$ cat src/plc_map.vh
// constants for the per-port link power control block: offsets, fields,
// reset values, codes and timing; assumes a 40 MHz core clock.
// Behaviour
// support L0 and fast-exit L0s
// L1 by hardware or software D3hot
// L2/L3 Ready after turn-off ack, quiet
// report link-down before L0 in training
// hardware drives transitions once enabled
// both L0s and L1 supported
// L0s after entry delay held
// upstream L0s needs active downstreams in L0s
// upstream idle: no sendable TLP, no DLLP
// downstream L0s needs upstream rx L0s, idle
// L1 request after entry delay held
// from L0/L0s ask partner for L1
// only upstream port requests L1
// accept gives L1, reject gives L0s
// upstream L1 needs active downstreams in L1
// link-up shown in L0, L0s, L1, Recovery
// activity on any non-vendor TLP
// activity held at least 200 ms
// outputs via expander 4, 40 ms updates
// entry timers restart on any break
`ifndef PLC_MAP_VH
`define PLC_MAP_VH
// register byte offsets
`define PLC_OFF_LCTL     8'h00
`define PLC_OFF_PM_PRIVATE_CONTROL     8'h04
`define PLC_OFF_LSTATE   8'h08
`define PLC_OFF_LEDS     8'h0c
// link control fields and reset
`define PLC_ASPM_L0S     0
`define PLC_ASPM_L1      1
`define PLC_LCTL_RST     2'h0
// private control fields and reset
`define PLC_L0S_LSB      0
`define PLC_L1_LSB       16
`define PLC_PM_PRIVATE_CONTROL_RST     32'h0400_0040
// training state codes presented per port
`define PLC_LT_DETECT    3'h0
`define PLC_LT_POLLING   3'h1
`define PLC_LT_CONFIG    3'h2
`define PLC_LT_DISABLED  3'h3
`define PLC_LT_LOOPBACK  3'h4
`define PLC_LT_HOTRESET  3'h5
`define PLC_LT_ACTIVE    3'h6
`define PLC_LT_RECOVERY  3'h7
// reported link power state codes
`define PLC_LS_DOWN      3'h0
`define PLC_LS_L0        3'h1
`define PLC_LS_L0S       3'h2
`define PLC_LS_L1        3'h3
`define PLC_LS_L1REQ     3'h4
`define PLC_LS_L23       3'h5
`define PLC_LS_L3        3'h6
// status expander and timing
`define PLC_IOX_NUM      3'h4
`define PLC_CLK_KHZ      40000
`define PLC_UPD_MS       40
`define PLC_HOLD_MS      200
`define PLC_UPD_CYC      (`PLC_UPD_MS * `PLC_CLK_KHZ)
`define PLC_HOLD_UPD     ((`PLC_HOLD_MS + `PLC_UPD_MS - 1) / `PLC_UPD_MS)
`endif

$ cat src/plc_link_pm.v
// per-port link power state control with apb registers and status outputs.
// assumes all port inputs come from core logic on clk; port 0 is upstream.
//
// The implementer's own choices: the APB slave port and the register addresses.
`timescale 1ns/100ps
`include "plc_map.vh"

module plc_link_pm #(
   parameter NPORT   = 8,              // number of ports, port 0 upstream
   parameter TW      = 16,             // entry delay field width
   parameter UPD_CYC = `PLC_UPD_CYC    // cycles per expander update
) (
   // clock and reset
   input  wire                 clk,
   input  wire                 nrst,
   // apb slave
   input  wire                 psel,
   input  wire                 penable,
   input  wire                 pwrite,
   input  wire [7:0]           paddr,
   input  wire [31:0]          pwdata,
   input  wire [3:0]           pstrb,
   output reg  [31:0]          prdata,
   output reg                  pready,
   output reg                  pslverr,
   // per-port link layer state
   input  wire [3*NPORT-1:0]   port_ltssm,
   input  wire [NPORT-1:0]     port_power_off,
   input  wire [NPORT-1:0]     port_rx_in_l0s,
   input  wire [NPORT-1:0]     port_in_d3,
   input  wire [NPORT-1:0]     port_d3hot_enter,
   input  wire [NPORT-1:0]     port_turn_off_ack,
   input  wire [NPORT-1:0]     port_wake,
   input  wire [NPORT-1:0]     port_partner_l1_req,
   // per-port transmit readiness
   input  wire [NPORT-1:0]     port_tlp_pending,
   input  wire [NPORT-1:0]     port_fc_credit,
   input  wire [NPORT-1:0]     port_dllp_pending,
   // per-port tlp traffic
   input  wire [NPORT-1:0]     port_tlp_event,
   input  wire [NPORT-1:0]     port_tlp_vendor,
   // upstream partner answer to an l1 request
   input  wire                 up_l1_accept,
   input  wire                 up_l1_reject,
   // power state outputs
   output reg  [3*NPORT-1:0]   port_link_state,
   output reg  [NPORT-1:0]     port_tx_quiet,
   output reg                  up_l1_request,
   // expander status outputs
   output reg  [NPORT-1:0]     port_link_is_up_out,
   output reg  [NPORT-1:0]     port_traffic_indicator,
   output reg                  iox_update,
   output reg  [2:0]           iox_number
);

   // one-hot power states
   localparam [6:0] S_DOWN  = 7'h01;
   localparam [6:0] S_L0    = 7'h02;
   localparam [6:0] S_L0S   = 7'h04;
   localparam [6:0] S_L1    = 7'h08;
   localparam [6:0] S_L1REQ = 7'h10;
   localparam [6:0] S_L23   = 7'h20;
   localparam [6:0] S_L3    = 7'h40;
   localparam       HOLD_N  = `PLC_HOLD_UPD;
   localparam [2:0] HOLD    = HOLD_N[2:0];

   reg  [1:0]        link_control_reg;   // aspm enables
   reg  [31:0]       pm_private_control; // entry delays
   reg  [31:0]       upd_cnt;            // expander period counter
   wire              tick;               // one expander update
   wire [NPORT-1:0]  st_down;            // port in link-down
   wire [NPORT-1:0]  st_l1;              // port in l1
   wire [NPORT-1:0]  nx_l1req;           // port about to ask for l1
   wire [NPORT-1:0]  excl;               // ports ignored by upstream
   wire              dn_l0s_ok;          // downstream rx lanes all in l0s
   wire              dn_l1_ok;           // downstream links all in l1
   wire [TW-1:0]     l0s_lim;
   wire [TW-1:0]     l1_lim;
   wire              acc_done;           // apb access completes
   wire              next_pready;
   reg  [31:0]       rd_mux;
   reg               rd_err;

   // training states that count as link-down
   function is_down;
      input [2:0] c;
      begin
         is_down = (c == `PLC_LT_DETECT) | (c == `PLC_LT_POLLING) |
                   (c == `PLC_LT_CONFIG) | (c == `PLC_LT_DISABLED) |
                   (c == `PLC_LT_LOOPBACK) | (c == `PLC_LT_HOTRESET);
      end
   endfunction

   // one-hot state to reported code
   function [2:0] enc;
      input [6:0] s;
      begin
         case (s)
            S_L0:    enc = `PLC_LS_L0;
            S_L0S:   enc = `PLC_LS_L0S;
            S_L1:    enc = `PLC_LS_L1;
            S_L1REQ: enc = `PLC_LS_L1REQ;
            S_L23:   enc = `PLC_LS_L23;
            S_L3:    enc = `PLC_LS_L3;
            default: enc = `PLC_LS_DOWN;
         endcase
      end
   endfunction

   // byte strobes to a bit mask
   function [31:0] wmask;
      input [3:0] s;
      begin
         wmask = {{8{s[3]}}, {8{s[2]}}, {8{s[1]}}, {8{s[0]}}};
      end
   endfunction

   assign l0s_lim = pm_private_control[`PLC_L0S_LSB +: TW];
   assign l1_lim  = pm_private_control[`PLC_L1_LSB +: TW];

   // upstream looks only at downstreams neither in d3 nor link-down
   assign excl      = port_in_d3 | st_down | {{(NPORT-1){1'b0}}, 1'b1};
   assign dn_l0s_ok = &(port_rx_in_l0s | excl);
   assign dn_l1_ok  = &(st_l1 | excl);

   // per-port state machine, timers and activity stretch
   genvar i;
   generate
      for (i = 0; i < NPORT; i = i + 1)
      begin : g_port
         reg  [6:0]    st;          // power state
         reg  [6:0]    next_st;
         reg  [TW-1:0] l0s_cnt;     // l0s qualify timer
         reg  [TW-1:0] l1_cnt;      // l1 qualify timer
         reg           act_pend;    // traffic seen since last update
         reg  [2:0]    act_cnt;     // update periods still to hold
         wire [2:0]    code;
         wire          down;
         wire          idle;
         wire          peer_l0s;
         wire          l0s_cond;
         wire          l1_cond;
         wire          l0s_exp;
         wire          l1_exp;
         wire          ev;
         wire          up_now;

         assign code = port_ltssm[3*i +: 3];
         assign down = is_down(code);
         // nothing sendable: no tlp or no credit, and no dllp
         assign idle = (~port_tlp_pending[i] | ~port_fc_credit[i]) &
                       ~port_dllp_pending[i];
         // upstream needs its downstreams, downstreams need upstream rx
         assign peer_l0s = (i == 0) ? dn_l0s_ok : port_rx_in_l0s[0];
         assign l0s_cond = link_control_reg[`PLC_ASPM_L0S] & (st == S_L0) &
                           peer_l0s & idle;
         // only the upstream port ever qualifies an l1 request
         assign l1_cond = link_control_reg[`PLC_ASPM_L1] & (i == 0) &
                          ((st == S_L0) | (st == S_L0S)) & dn_l1_ok & idle;
         assign l0s_exp = l0s_cond & (l0s_cnt == l0s_lim);
         assign l1_exp  = l1_cond & (l1_cnt == l1_lim);
         assign st_down[i] = (st == S_DOWN);
         assign st_l1[i]   = (st == S_L1);
         assign nx_l1req[i] = (next_st == S_L1REQ);
         assign ev = port_tlp_event[i] & ~port_tlp_vendor[i];
         assign up_now = (code == `PLC_LT_ACTIVE) | (code == `PLC_LT_RECOVERY);

         // next power state
         always @*
         begin
            next_st = st;
            case (st)
               S_DOWN:
               begin
                  // leave the pseudo-state once training is done
                  if (code == `PLC_LT_ACTIVE)
                     next_st = S_L0;
               end
               S_L0, S_L0S:
               begin
                  if (port_turn_off_ack[i])
                     next_st = S_L23;
                  else if (port_d3hot_enter[i])
                     next_st = S_L1;
                  else if (l1_exp)
                     next_st = S_L1REQ;
                  else if ((i != 0) & port_partner_l1_req[i])
                     next_st = S_L1;
                  else if (st == S_L0S)
                  begin
                     // traffic wakes the fast-exit state at once
                     if (~idle)
                        next_st = S_L0;
                  end
                  else if (l0s_exp)
                     next_st = S_L0S;
               end
               S_L1REQ:
               begin
                  // partner decides; reject falls back to l0s
                  if (up_l1_accept)
                     next_st = S_L1;
                  else if (up_l1_reject)
                     next_st = S_L0S;
               end
               S_L1:
               begin
                  if (port_turn_off_ack[i])
                     next_st = S_L23;
                  else if (port_wake[i] & ~port_d3hot_enter[i])
                     next_st = S_L0;
               end
               S_L23:
                  next_st = S_L23;
               S_L3:
               begin
                  if (~port_power_off[i])
                     next_st = S_DOWN;
               end
               default:
                  next_st = S_DOWN;
            endcase
            // power removal and retraining override everything
            if (port_power_off[i])
               next_st = S_L3;
            else if (down & (st != S_L3))
               next_st = S_DOWN;
         end

         // state register and registered state outputs
         always @(posedge clk or negedge nrst)
         begin
            if (!nrst)
            begin
               st <= S_DOWN;
               port_link_state[3*i +: 3] <= `PLC_LS_DOWN;
               port_tx_quiet[i] <= 1'b0;
            end
            else
            begin
               st <= next_st;
               port_link_state[3*i +: 3] <= enc(next_st);
               // no tlp or dllp traffic while in l2/l3 ready
               port_tx_quiet[i] <= (next_st == S_L23);
            end
         end

         // qualify timers restart whenever a condition breaks
         always @(posedge clk or negedge nrst)
         begin
            if (!nrst)
            begin
               l0s_cnt <= {TW{1'b0}};
               l1_cnt  <= {TW{1'b0}};
            end
            else
            begin
               if (!l0s_cond)
                  l0s_cnt <= {TW{1'b0}};
               else if (l0s_cnt != l0s_lim)
                  l0s_cnt <= l0s_cnt + 1'b1;
               if (!l1_cond)
                  l1_cnt <= {TW{1'b0}};
               else if (l1_cnt != l1_lim)
                  l1_cnt <= l1_cnt + 1'b1;
            end
         end

         // activity stretch counted in expander periods, not raw cycles,
         // so the hold survives the slow expander sampling
         always @(posedge clk or negedge nrst)
         begin
            if (!nrst)
            begin
               act_pend <= 1'b0;
               act_cnt  <= 3'h0;
               port_traffic_indicator[i] <= 1'b0;
               port_link_is_up_out[i] <= 1'b0;
            end
            else
            begin
               // a new event in the update cycle is kept, set wins
               act_pend <= ev | (act_pend & ~tick);
               if (tick)
               begin
                  port_link_is_up_out[i] <= up_now;
                  if (act_pend | ev)
                  begin
                     port_traffic_indicator[i] <= 1'b1;
                     act_cnt <= HOLD - 3'h1;
                  end
                  else if (act_cnt != 3'h0)
                     act_cnt <= act_cnt - 3'h1;
                  else
                     port_traffic_indicator[i] <= 1'b0;
               end
            end
         end
      end
   endgenerate

   // expander update period
   assign tick = (upd_cnt == UPD_CYC - 1);

   always @(posedge clk or negedge nrst)
   begin
      if (!nrst)
      begin
         upd_cnt    <= 32'h0;
         iox_update <= 1'b0;
         iox_number <= `PLC_IOX_NUM;
      end
      else
      begin
         upd_cnt    <= tick ? 32'h0 : upd_cnt + 32'h1;
         iox_update <= tick;
         iox_number <= `PLC_IOX_NUM;
      end
   end

   // upstream l1 request flag follows the upstream state
   always @(posedge clk or negedge nrst)
   begin
      if (!nrst)
         up_l1_request <= 1'b0;
      else
         up_l1_request <= nx_l1req[0];
   end

   // apb: one wait state, so every access completes in three cycles
   assign next_pready = psel & penable & ~pready;
   assign acc_done    = psel & penable & pready;

   // read decode
   always @*
   begin
      rd_mux = 32'h0;
      rd_err = 1'b0;
      case (paddr)
         `PLC_OFF_LCTL:   rd_mux = {30'h0, link_control_reg};
         `PLC_OFF_PM_PRIVATE_CONTROL:   rd_mux = pm_private_control;
         `PLC_OFF_LSTATE: rd_mux = state_word(port_link_state);
         `PLC_OFF_LEDS:   rd_mux = ({{(32-NPORT){1'b0}}, port_traffic_indicator} << 8) |
                                   {{(32-NPORT){1'b0}}, port_link_is_up_out};
         default:         rd_err = 1'b1;
      endcase
   end

   // pack 3-bit state codes into 4-bit nibbles, unused nibbles zero
   function [31:0] state_word;
      input [3*NPORT-1:0] s;
      integer k;
      begin
         state_word = 32'h0;
         for (k = 0; k < NPORT && k < 8; k = k + 1)
            state_word[4*k +: 3] = s[3*k +: 3];
      end
   endfunction

   // apb answer registers
   always @(posedge clk or negedge nrst)
   begin
      if (!nrst)
      begin
         pready  <= 1'b0;
         prdata  <= 32'h0;
         pslverr <= 1'b0;
      end
      else
      begin
         pready  <= next_pready;
         pslverr <= next_pready & rd_err;
         if (next_pready & ~pwrite)
            prdata <= rd_mux;
         else
            prdata <= 32'h0;
      end
   end

   // register writes take effect at the completing edge only
   always @(posedge clk or negedge nrst)
   begin
      if (!nrst)
      begin
         link_control_reg   <= `PLC_LCTL_RST;
         pm_private_control <= `PLC_PM_PRIVATE_CONTROL_RST;
      end
      else if (acc_done & pwrite)
      begin
         if (paddr == `PLC_OFF_LCTL)
         begin
            if (pstrb[0])
               link_control_reg <= pwdata[1:0];
         end
         else if (paddr == `PLC_OFF_PM_PRIVATE_CONTROL)
            pm_private_control <= (pm_private_control & ~wmask(pstrb)) |
                                  (pwdata & wmask(pstrb));
      end
   end

endmodule // plc_link_pm

$ cat config.mk
export PLATFORM = sky130hd
export DESIGN_NAME = plc_link_pm
export DESIGN_NICKNAME = d
export VERILOG_FILES = /design/src/plc_link_pm.v
export VERILOG_INCLUDE_DIRS = /design/src
export SDC_FILE = /design/constraint.sdc
export NUM_CORES = 1
export LEC_CHECK = 0
export ABC_AREA = 1
export BUFFER_PORTS_ARGS = -buffer_cell sky130_fd_sc_hd__buf_2
export CAP_MARGIN = 10
export CELL_PAD_IN_SITES_DETAIL_PLACEMENT = 2
export CELL_PAD_IN_SITES_GLOBAL_PLACEMENT = 2
export CORE_MARGIN = 2
export CORE_UTILIZATION = 37
export CTS_CLUSTER_SIZE = 25
export DETAILED_ROUTE_END_ITERATION = 10
export PLACE_DENSITY_LB_ADDON = 0.3
export REMOVE_ABC_BUFFERS = 1
export SYNTH_ARGS = -nofsm -noshare
export SYNTH_HDL_FRONTEND = slang
export SYNTH_SLANG_ARGS = --single-unit
$ cat constraint.sdc
create_clock -name clk -period 5.1 [get_ports clk]
set_clock_uncertainty 0.15 [all_clocks]
set_input_delay 0.255 -clock clk [delete_from_list [all_inputs] [get_ports clk]]
set_output_delay 0.255 -clock clk [all_outputs]
set_load 0.03 [all_outputs]
**Word level (Yosys, flattened, before mapping)**

Cells that the tools add are included.

- Register bits: 382
- Bits of input ports: 171
- Output and inout bits: 87
- Word-level logic and storage cells: 725

- $add $sub $neg: 18
- Equality and inequality tests: 199
- Multiplexer cells: 174
- Bitwise gates (word level): 207
- Reductions and logical operators: 54

Operators with widths:

| cell | number |
|---|---|
| $mux W7 | 104 |
| $mux W16 | 18 |
| $pmux W7 S5 | 8 |
| $add A16 B1 Y16 const B | 9 |
| $eq A16 B16 Y1 | 9 |
| $ne A16 B16 Y1 | 9 |
| $pmux W3 S6 | 8 |
| $pmux W32 S4 | 1 |
| $eq A7 B2 Y1 const B | 16 |
| $eq A7 B3 Y1 const B | 16 |
| $eq A7 B4 Y1 const B | 16 |
| $eq A7 B5 Y1 const B | 16 |
| $eq A7 B6 Y1 const B | 16 |
| $eq A3 B3 Y1 const B | 32 |
| $and A1 B1 Y1 | 82 |
| $or A1 B1 Y1 | 73 |
| $and A32 B32 Y32 | 2 |
| $mux W32 | 2 |
| $eq A7 B1 Y1 const B | 8 |
| $eq A7 B7 Y1 const B | 8 |
| $ne A7 B7 Y1 const B | 8 |
| $eq A3 B2 Y1 const B | 16 |
| $mux W3 | 16 |
| $not A1 Y1 | 44 |
| other kinds (22) | 115 |

**Logic depth before layout (Yosys ltp)**

Gate-level depths: netlist of the first run.

- Depth in word-level cells: 17
- Depth in mapped cells: 16
- Mapped depth without buffers: 15

**Worst setup path before layout of the first run**

Ideal clock, no wire load.

- Kind: register to register
- Start: register with a tool-made name
- End: register g_port[3].l0s_cnt[15]
- Library setup time: 0.120 ns
- Data arrival time: 1.745 ns
- Required time: 4.830 ns
- Path slack: 3.085 ns
- Stages on the path, launching flop included: 14
- Path buffers: 1
- Clock period less this slack: 2.015 ns
- Cells stage by stage: dfstp_2 > buf_4 > xor2_1 > nor2_1 > nand2_1 > nor2_1 > nand2_2 > nand2_2 > nor2_2 > nand2_2 > nor3_2 > nand2_1 > o21ai_0 > nor2_1

RTL lines:

| item | line | RTL |
|---|---|---|
| end signal, assigned | plc_link_pm.v:253 | `l0s_cnt <= {TW{1'b0}};` |
| end signal, assigned | plc_link_pm.v:259 | `l0s_cnt <= {TW{1'b0}};` |
| end signal, assigned | plc_link_pm.v:261 | `l0s_cnt <= l0s_cnt + 1'b1;` |
| end, declared | plc_link_pm.v:133 | `reg [TW-1:0] l0s_cnt;` |

**Worst setup path in the final report of the first run**

- Start: register upd_cnt[11]
- End: register g_port[5].act_cnt[2]

- Longest elaborated chain between the ends: 2

Ends and longest elaborated chain:

| item | line | RTL |
|---|---|---|
| start, declared | plc_link_pm.v:69 | `reg [31:0] upd_cnt;` |
| start signal, assigned | plc_link_pm.v:315 | `upd_cnt <= tick ? 32'h0 : upd_cnt + 32'h1;` |
| $eq A32 B21 Y1 | plc_link_pm.v:303 | `assign tick = (upd_cnt == UPD_CYC - 1);` |
| $reduce_and A2 Y1 (no source line) | n/a |  |
| end signal, assigned | plc_link_pm.v:290 | `act_cnt <= HOLD - 3'h1;` |
| end signal, assigned | plc_link_pm.v:293 | `act_cnt <= act_cnt - 3'h1;` |
| end, declared | plc_link_pm.v:136 | `reg [2:0] act_cnt;` |

Every way passes these cells.
A chain may end at the register's enable or synchronous reset.

==> impl_metrics.yaml, run 1 <==
clock_tree:
  clk_pin_slew_ns: 0.07
  clock_path_buffers: 3
  clock-sinks: 382
  cts_resized: 0
  cts-buffers-inserted: 46
  htreeDepth: 2
  cts-root-buf: "clkbuf_16"
  cts_tree: "built"
  clk_latency_ns: 0.58
layout:
  layout_common_cells: "516 x nand2_1, 433 x inv_1, 372 x dfrtp_1"
  max_flop_register: "g_port.l0s_cnt"
  final_common_cell: "nand2_1"
  nNetsFinal: 3260
  reg.largest.list: "g_port.l0s_cnt: 128 flops, g_port.st: 56 flops"
  layoutNonFillerInstCount: 3857
  area_growth_pct: 21.52
  largest_reg_flops: 128
  drive_gt1_frac: 0.1494
pwr:
  p_leak_uw: 0.01226
  switching_share: 0.2492
  p_comb_frac: 0.057
  power.share.sequential: 0.428
  power_uw: 7178
  intPower_uw: 5389
  powerDensity_nw_per_um2: 277.1
  irDropWorstVdd_v: 0.0002666
  power_switching_uw: 1789
  p_clk_frac: 0.515
sta:
  finalSetupViolCount: 0
  rsz0062_at_grt: "false"
  report.final.slew_viol_count: 0
  finalHoldViolCount: 0
  min_period_ns: 3.373
  setup-tns-final_ns: 0
  period_share: 0.6615
  fmax_mhz: 296.4
  tightestPinTransition_ns: 1.222
  setup_slack_ns: 1.727
  slew_headroom: 0.1824
place:
  dpl.hpwl_um: 61070
  port_buffers: 252
  place_ws_ns: 1.920
  dpl.cell_count: 3678
  gp_congestion: 0.8875
routing:
  drcViolationCount: 0
  vias_per_cell: 5.630
  drt_first_iter_violations: 1195
  dr.pass1.iters: 6
  avgRoutedWirePerCell_um: 26.34
  vias: 21710
  antenna_left: 0
  drt_wl_total_um: 101600
critical_path:
  cp.arrival_ns: 3.72
  r2r-start: "upd_cnt[11]"
  crit_path_max_incr_delay_ns: 0.57
  critPathKind: "reg2reg"
  start_kind: "flop"
  crit_path_max_fanout: 23
  crit_path_end_kind: "flop"
  rrSetupSlack_ns: 1.73
  rr_endpoint: "g_port[5].act_cnt[2]"
  cpMaxStageDelayCell: "inv_2"
  required_ns: 5.44
  cp_cell_sequence: "inv_1 > nor2_1 > nand2_1 > nor4_2 > inv_1 > nor2_2 > nand2_2 > inv_2 > o21ai_0 > inv_1 > o21ai_0 > o21ai_0"
  r2r_cells: 12
yosys:
  ys_warn_count: 0
  synthTopCellsByArea: "dfrtp_1 44%, nand2_1 9.1%, inv_1 7.6%"
  syn_area_um2: 21320
  ys_seq_area_frac: 0.4490
  syn-instance-count: 2712
  syn_avg_cell_area_um2: 7.861
  synth_cell_types: 73
  yosysTopAreaCell: "dfrtp_1"
  synth_flop_cell: "dfrtp_1"
  synth_edf_count: 0
  ys_async_sr_fraction: 1.000
  synth-seq-cells: 382
  yosys.area.top_type_share: 0.4366
die:
  die_area_um2: 59560
  pin_count: 258
  core_area_um2: 56710
  fp.dieW_um: 244.0
  num_rows: 87
  start_util: 0.3759
  die_y_um: 244.0
min_path:
  hp-class: "in2reg"
  hold_start: "port_tlp_vendor[1]"
  whs_path_depth: 6
  min_delay_worst_endpoint: "port_traffic_indicator[1]"
global_routing:
  overflow: 0
  gr-usage-all-layers: 0.3328
  grt_pass1_vias: 25050
  antenna_found_initial: 2
  grt_max_degree: 119
  grt_pass1_wl_um: 153500
run:
  cap_violations: 0
status:
  status: "finished, final reports clean"
through the flow:
stage / util / hold slack, ns / cell area (um2)
final: 0.4568 / 0.03272 / 25910
after detailed placement: 0.4115 / 0.1179 / 23330
after global routing: 0.4568 / 0.06301 / 25910
after floorplan: - / -0.1906 / 20970
after CTS: 0.4566 / 0.0008495 / 25890
after global placement: 0.4115 / 0.1164 / 23330
kinds of logic (layout without fill, tap and decap cells):
logic type | Yosys count | after routing | share of synthesized area
mux | 20 | 20 | 0.01056
fa+ha+maj | 26 | 26 | 0.01526
buf+inv | 505 | 892 | 0.09525
compound gates | 445 | 445 | 0.1195
xor+xnor | 132 | 132 | 0.05423
other cells | 2 | 4 | 0.0003523
flops | 382 | 382 | 0.4490
simple gates | 1200 | 1200 | 0.2559
routing by layer:
layer | global-route usage | routed length [um] | vias to the layer above
met5 | 0 | 29 | -
met4 | 0.1614 | 5014 | 2
met3 | 0.05564 | 4657 | 295
met2 | 0.5953 | 51890 | 662
met1 | 0.3851 | 40010 | 11240
li1 | - | - | 9515
cell type report:
| class | instances | area, um2 |
|---|---|---|
| inverters | 446 | 1674 |
| flip-flops and latches | 382 | 9572 |
| well taps | 756 | 945.9 |
| clock inverters | 17 | 240.2 |
| multi-input cells | 1826 | 9727 |
| fillers | 6289 | 30810 |
| repair buffers | 361 | 2347 |
| diodes | 1 | 2.502 |
| clock buffers | 68 | 1398 |
timing repair:
action / in CTS / in global routing
buffers inserted: 0 / 0
hold buffers: 92 / 1
endpoints found under the hold margin: 202 / 1
critical path, delay by kind of cell (launching register included):
| family | cells | cell delay (ns) |
|---|---|---|
| flip-flops | 1 | 0.49 |
| buffers and inverters | 4 | 1.02 |
| AND/OR/NAND/NOR | 5 | 1.02 |
| AO/OA/AOI/OAI | 3 | 0.61 |
how the worst max path moves through the flow:
| stage | from | end | slack, ns | cells after the start |
|---|---|---|---|---|
| floorplan | paddr[5] | flop | 2.52 | 7 |
| global placement | flop | port_link_state[7] | 1.99 | 12 |
| detailed placement | paddr[5] | flop | 1.92 | 10 |
| CTS | flop | g_port[2].l0s_cnt[13] | 1.77 | 11 |
| global route | upd_cnt[11] | g_port[4].act_cnt[0] | 1.52 | 12 |
| finish | upd_cnt[11] | g_port[5].act_cnt[2] | 1.73 | 12 |
synthesized netlist by cell type (7+ instances only):
| library cell | instances |
|---|---|
| xor2_1 | 60 |
| nor3_1 | 70 |
| nand3_1 | 127 |
| dfstp_2 | 10 |
| buf_2 | 15 |
| ha_1 | 26 |
| inv_2 | 11 |
| xnor2_1 | 72 |
| o21a_1 | 11 |
| clkbuf_1 | 22 |
| nor3_2 | 7 |
| nand4_1 | 79 |
| a31oi_1 | 15 |
| nor4_1 | 29 |
| nor2_2 | 17 |
| nand2_1 | 516 |
| inv_1 | 433 |
| nand2_2 | 17 |
| o21ai_0 | 166 |
| a21oi_1 | 168 |
| dfrtp_1 | 372 |
| mux2_2 | 17 |
| nor2_1 | 287 |
| o211ai_1 | 14 |
| buf_6 | 10 |
| o31ai_1 | 7 |
| or2_2 | 7 |
| buf_4 | 11 |
| a211oi_1 | 12 |
| nand3b_1 | 13 |
power groups by stage:
stage               clock (uW)  sequential [uW]  combinational, uW
floorplan                    0             3130               94.8
global placement             0             3120                315
detailed placement           0             3120                327
CTS                       3680             3070                390
global route              3840             3070                439
finish                    3700             3070                412
Note: power is estimated with default switching activity, not from simulation.
==> run 2: changes to the inputs <==
- CORE_UTILIZATION: 37 -> 31
- clock period: 5.1 -> 3 ns (I/O delays scaled with it)
==> run 2 against run 1 <==
Against the previous run:
- clock-buffer cell count is 4 higher
- die area is 19% higher
- sequential cell count stayed put
- maximum frequency is 15% higher
- global-route usage is 7.3 points lower
- worst setup slack worse by 1.7 ns
- clock power is 58% higher
- wire length is 8.1% lower
- power is 65% higher
- worst hold slack worse by 0.018 ns
- register-to-register slack worse by 1.7 ns
==> impl_metrics.yaml, run 2 (synthesis results as in run 1) <==
status:
  status: "finished, final reports clean"
routing:
  drcViolationCount: 0
  drt_wl_total_um: 93390
  vias_per_cell: 5.185
  antenna_left: 0
  dr.pass1.iters: 5
  drt_first_iter_violations: 976
  vias: 21360
  avgRoutedWirePerCell_um: 22.67
global_routing:
  use_met3: 0.04279
  grt_util_met1: 0.3069
  grt_pass1_vias: 24600
  grt_max_degree: 66
  gr-usage-all-layers: 0.2596
  top_usage_layer: "met2"
  antenna_found_initial: 2
  overflow: 0
  use_met2: 0.4600
  grt_pass1_wl_um: 143000
critical_path:
  required_ns: 3.40
  start_kind: "flop"
  critPathKind: "reg2reg"
  crit_path_end_kind: "flop"
  crit_path_max_fanout: 4
  cp.arrival_ns: 3.34
layout:
  seq_area_um2: 9588
  max_flop_register: "g_port.l0s_cnt"
  drive_gt1_frac: 0.1672
  nNetsFinal: 3397
  nFillCells: 7740
  area_growth_pct: 28.01
  reg.largest.list: "g_port.l0s_cnt: 128 flops, g_port.st: 56 flops"
  final_common_cell: "nand2_1"
  layout_common_cells: "515 x nand2_1, 430 x inv_1, 364 x dfrtp_1"
  utilization: 0.3993
  final_cell_area_um2: 27290
  largest_reg_flops: 128
  multi_input_area_um2: 9797
sta:
  min_period_ns: 2.938
  finalHoldViolCount: 0
  tightestPinTransition_ns: 0.9198
  setup_slack_ns: 0.06245
  period_share: 0.9792
  report.final.slew_viol_count: 0
  finalSetupViolCount: 0
  fmax_mhz: 340.4
  slew_headroom: 0.3846
pwr:
  power_uw: 11810
  powerDensity_nw_per_um2: 432.9
  p_leak_uw: 0.01287
  irDropWorstVdd_v: 0.0003620
clock_tree:
  clock_path_buffers: 3
  clk_pin_slew_ns: 0.06
  htreeDepth: 2
  clock-sinks: 382
  clk_latency_ns: 0.62
  cts_tree: "built"
  cts-buffers-inserted: 48
  cts-root-buf: "clkbuf_16"
place:
  dpl.hpwl_um: 62970
  place_ws_ns: 0.2974
  gp_congestion: 0.8606
  placed_area_um2: 23890
  port_buffers: 252
die:
  fp.dieW_um: 266.2
  die_y_um: 266.2
  start_util: 0.3119
  core_area_um2: 68350
  num_rows: 96
  die_area_um2: 70890
  pin_count: 258
min_path:
  hp-class: "in2reg"
run:
  cap_violations: 0
run 2: cell types whose count changed in the layout (fill, tap and decap cells not counted), moves of 2 or more:
cell	change
nand3_1	-2
buf_4	+59
nor2_4	+5
clkinvlp_4	-2
clkbuf_1	+5
nor2_1	-3
dfrtp_2	+7
inv_2	+3
bufinv_16	-5
buf_12	+2
inv_1	-3
nor2_2	-2
dlygate4sd3_1	+71
dfrtp_1	-8
run 2: worst max-delay path, stage by stage, from the launching register on:
cell,delay (ns)
dfrtp_1,0.45
nor3_4,0.27
nand4_1,0.17
nand2_1,0.22
o211ai_1,0.14
dlygate4sd3_1,0.59
nand3_1,0.08
dlygate4sd3_1,0.56
nand2_1,0.12
nand3_1,0.12
run 2: report_power, final:
| group | total (uW) | switching, uW | internal [uW] |
|---|---|---|---|
| clock network | 5860 | 2540 | 3320 |
| logic | 736 | 453 | 283 |
| registers | 5220 | 33.8 | 5190 |
run 2: per-layer routing:
metal	up-vias	wire [um]
li1	9785	-
met1	10890	38340
met2	468	47260
met3	213	3538
met4	2	4240
met5	-	13
run 2: layout make-up:
class / instances / share of cell area
antenna: 1 / 0.00009170
clock buffer: 72 / 0.05140
clock inverter: 14 / 0.004952
inverter: 446 / 0.06135
multi-input combinational: 1826 / 0.3590
sequential: 382 / 0.3513
tap: 882 / 0.04044
timing repair buffer: 496 / 0.1314
run 2: stage by stage:
stage          setup TNS [ns]  cells  hold WS [ns]
2_1_floorplan               0   2654       -0.2956
3_3_place_gp                0   3854      -0.03901
3_5_place_dp                0   3854      -0.04117
4_1_cts                     0   4107     0.0001019
5_1_grt               -0.1415   4119       0.04399
6_report                    0   4119       0.01430
run 2: worst paths after layout:
check	depth (start not counted)	endpoint	from	slack (ns)
max	9	port_link_state[1]	g_port[0].st[5]	0.06
min	5	g_port[7].st[2]	port_dllp_pending[7]	0.01
max reg2reg	9	port_link_state[1]	g_port[0].st[5]	0.06
min reg2reg	1	upd_cnt[0]	upd_cnt[0]	0.32
max in group asynchronous	3	async pin	nrst	2.11
min in group asynchronous	3	upd_cnt[23]	nrst	0.12
run 2: what timing repair did:
| item | 4_1_cts | 5_1_grt |
|---|---|---|
| hold buffers | 167 | 0 |
| setup buffers | 0 | 13 |
| resized for setup | 0 | 29 |
| hold endpoints to repair | 553 | 0 |
| endpoints found under the setup margin | 0 | 18 |
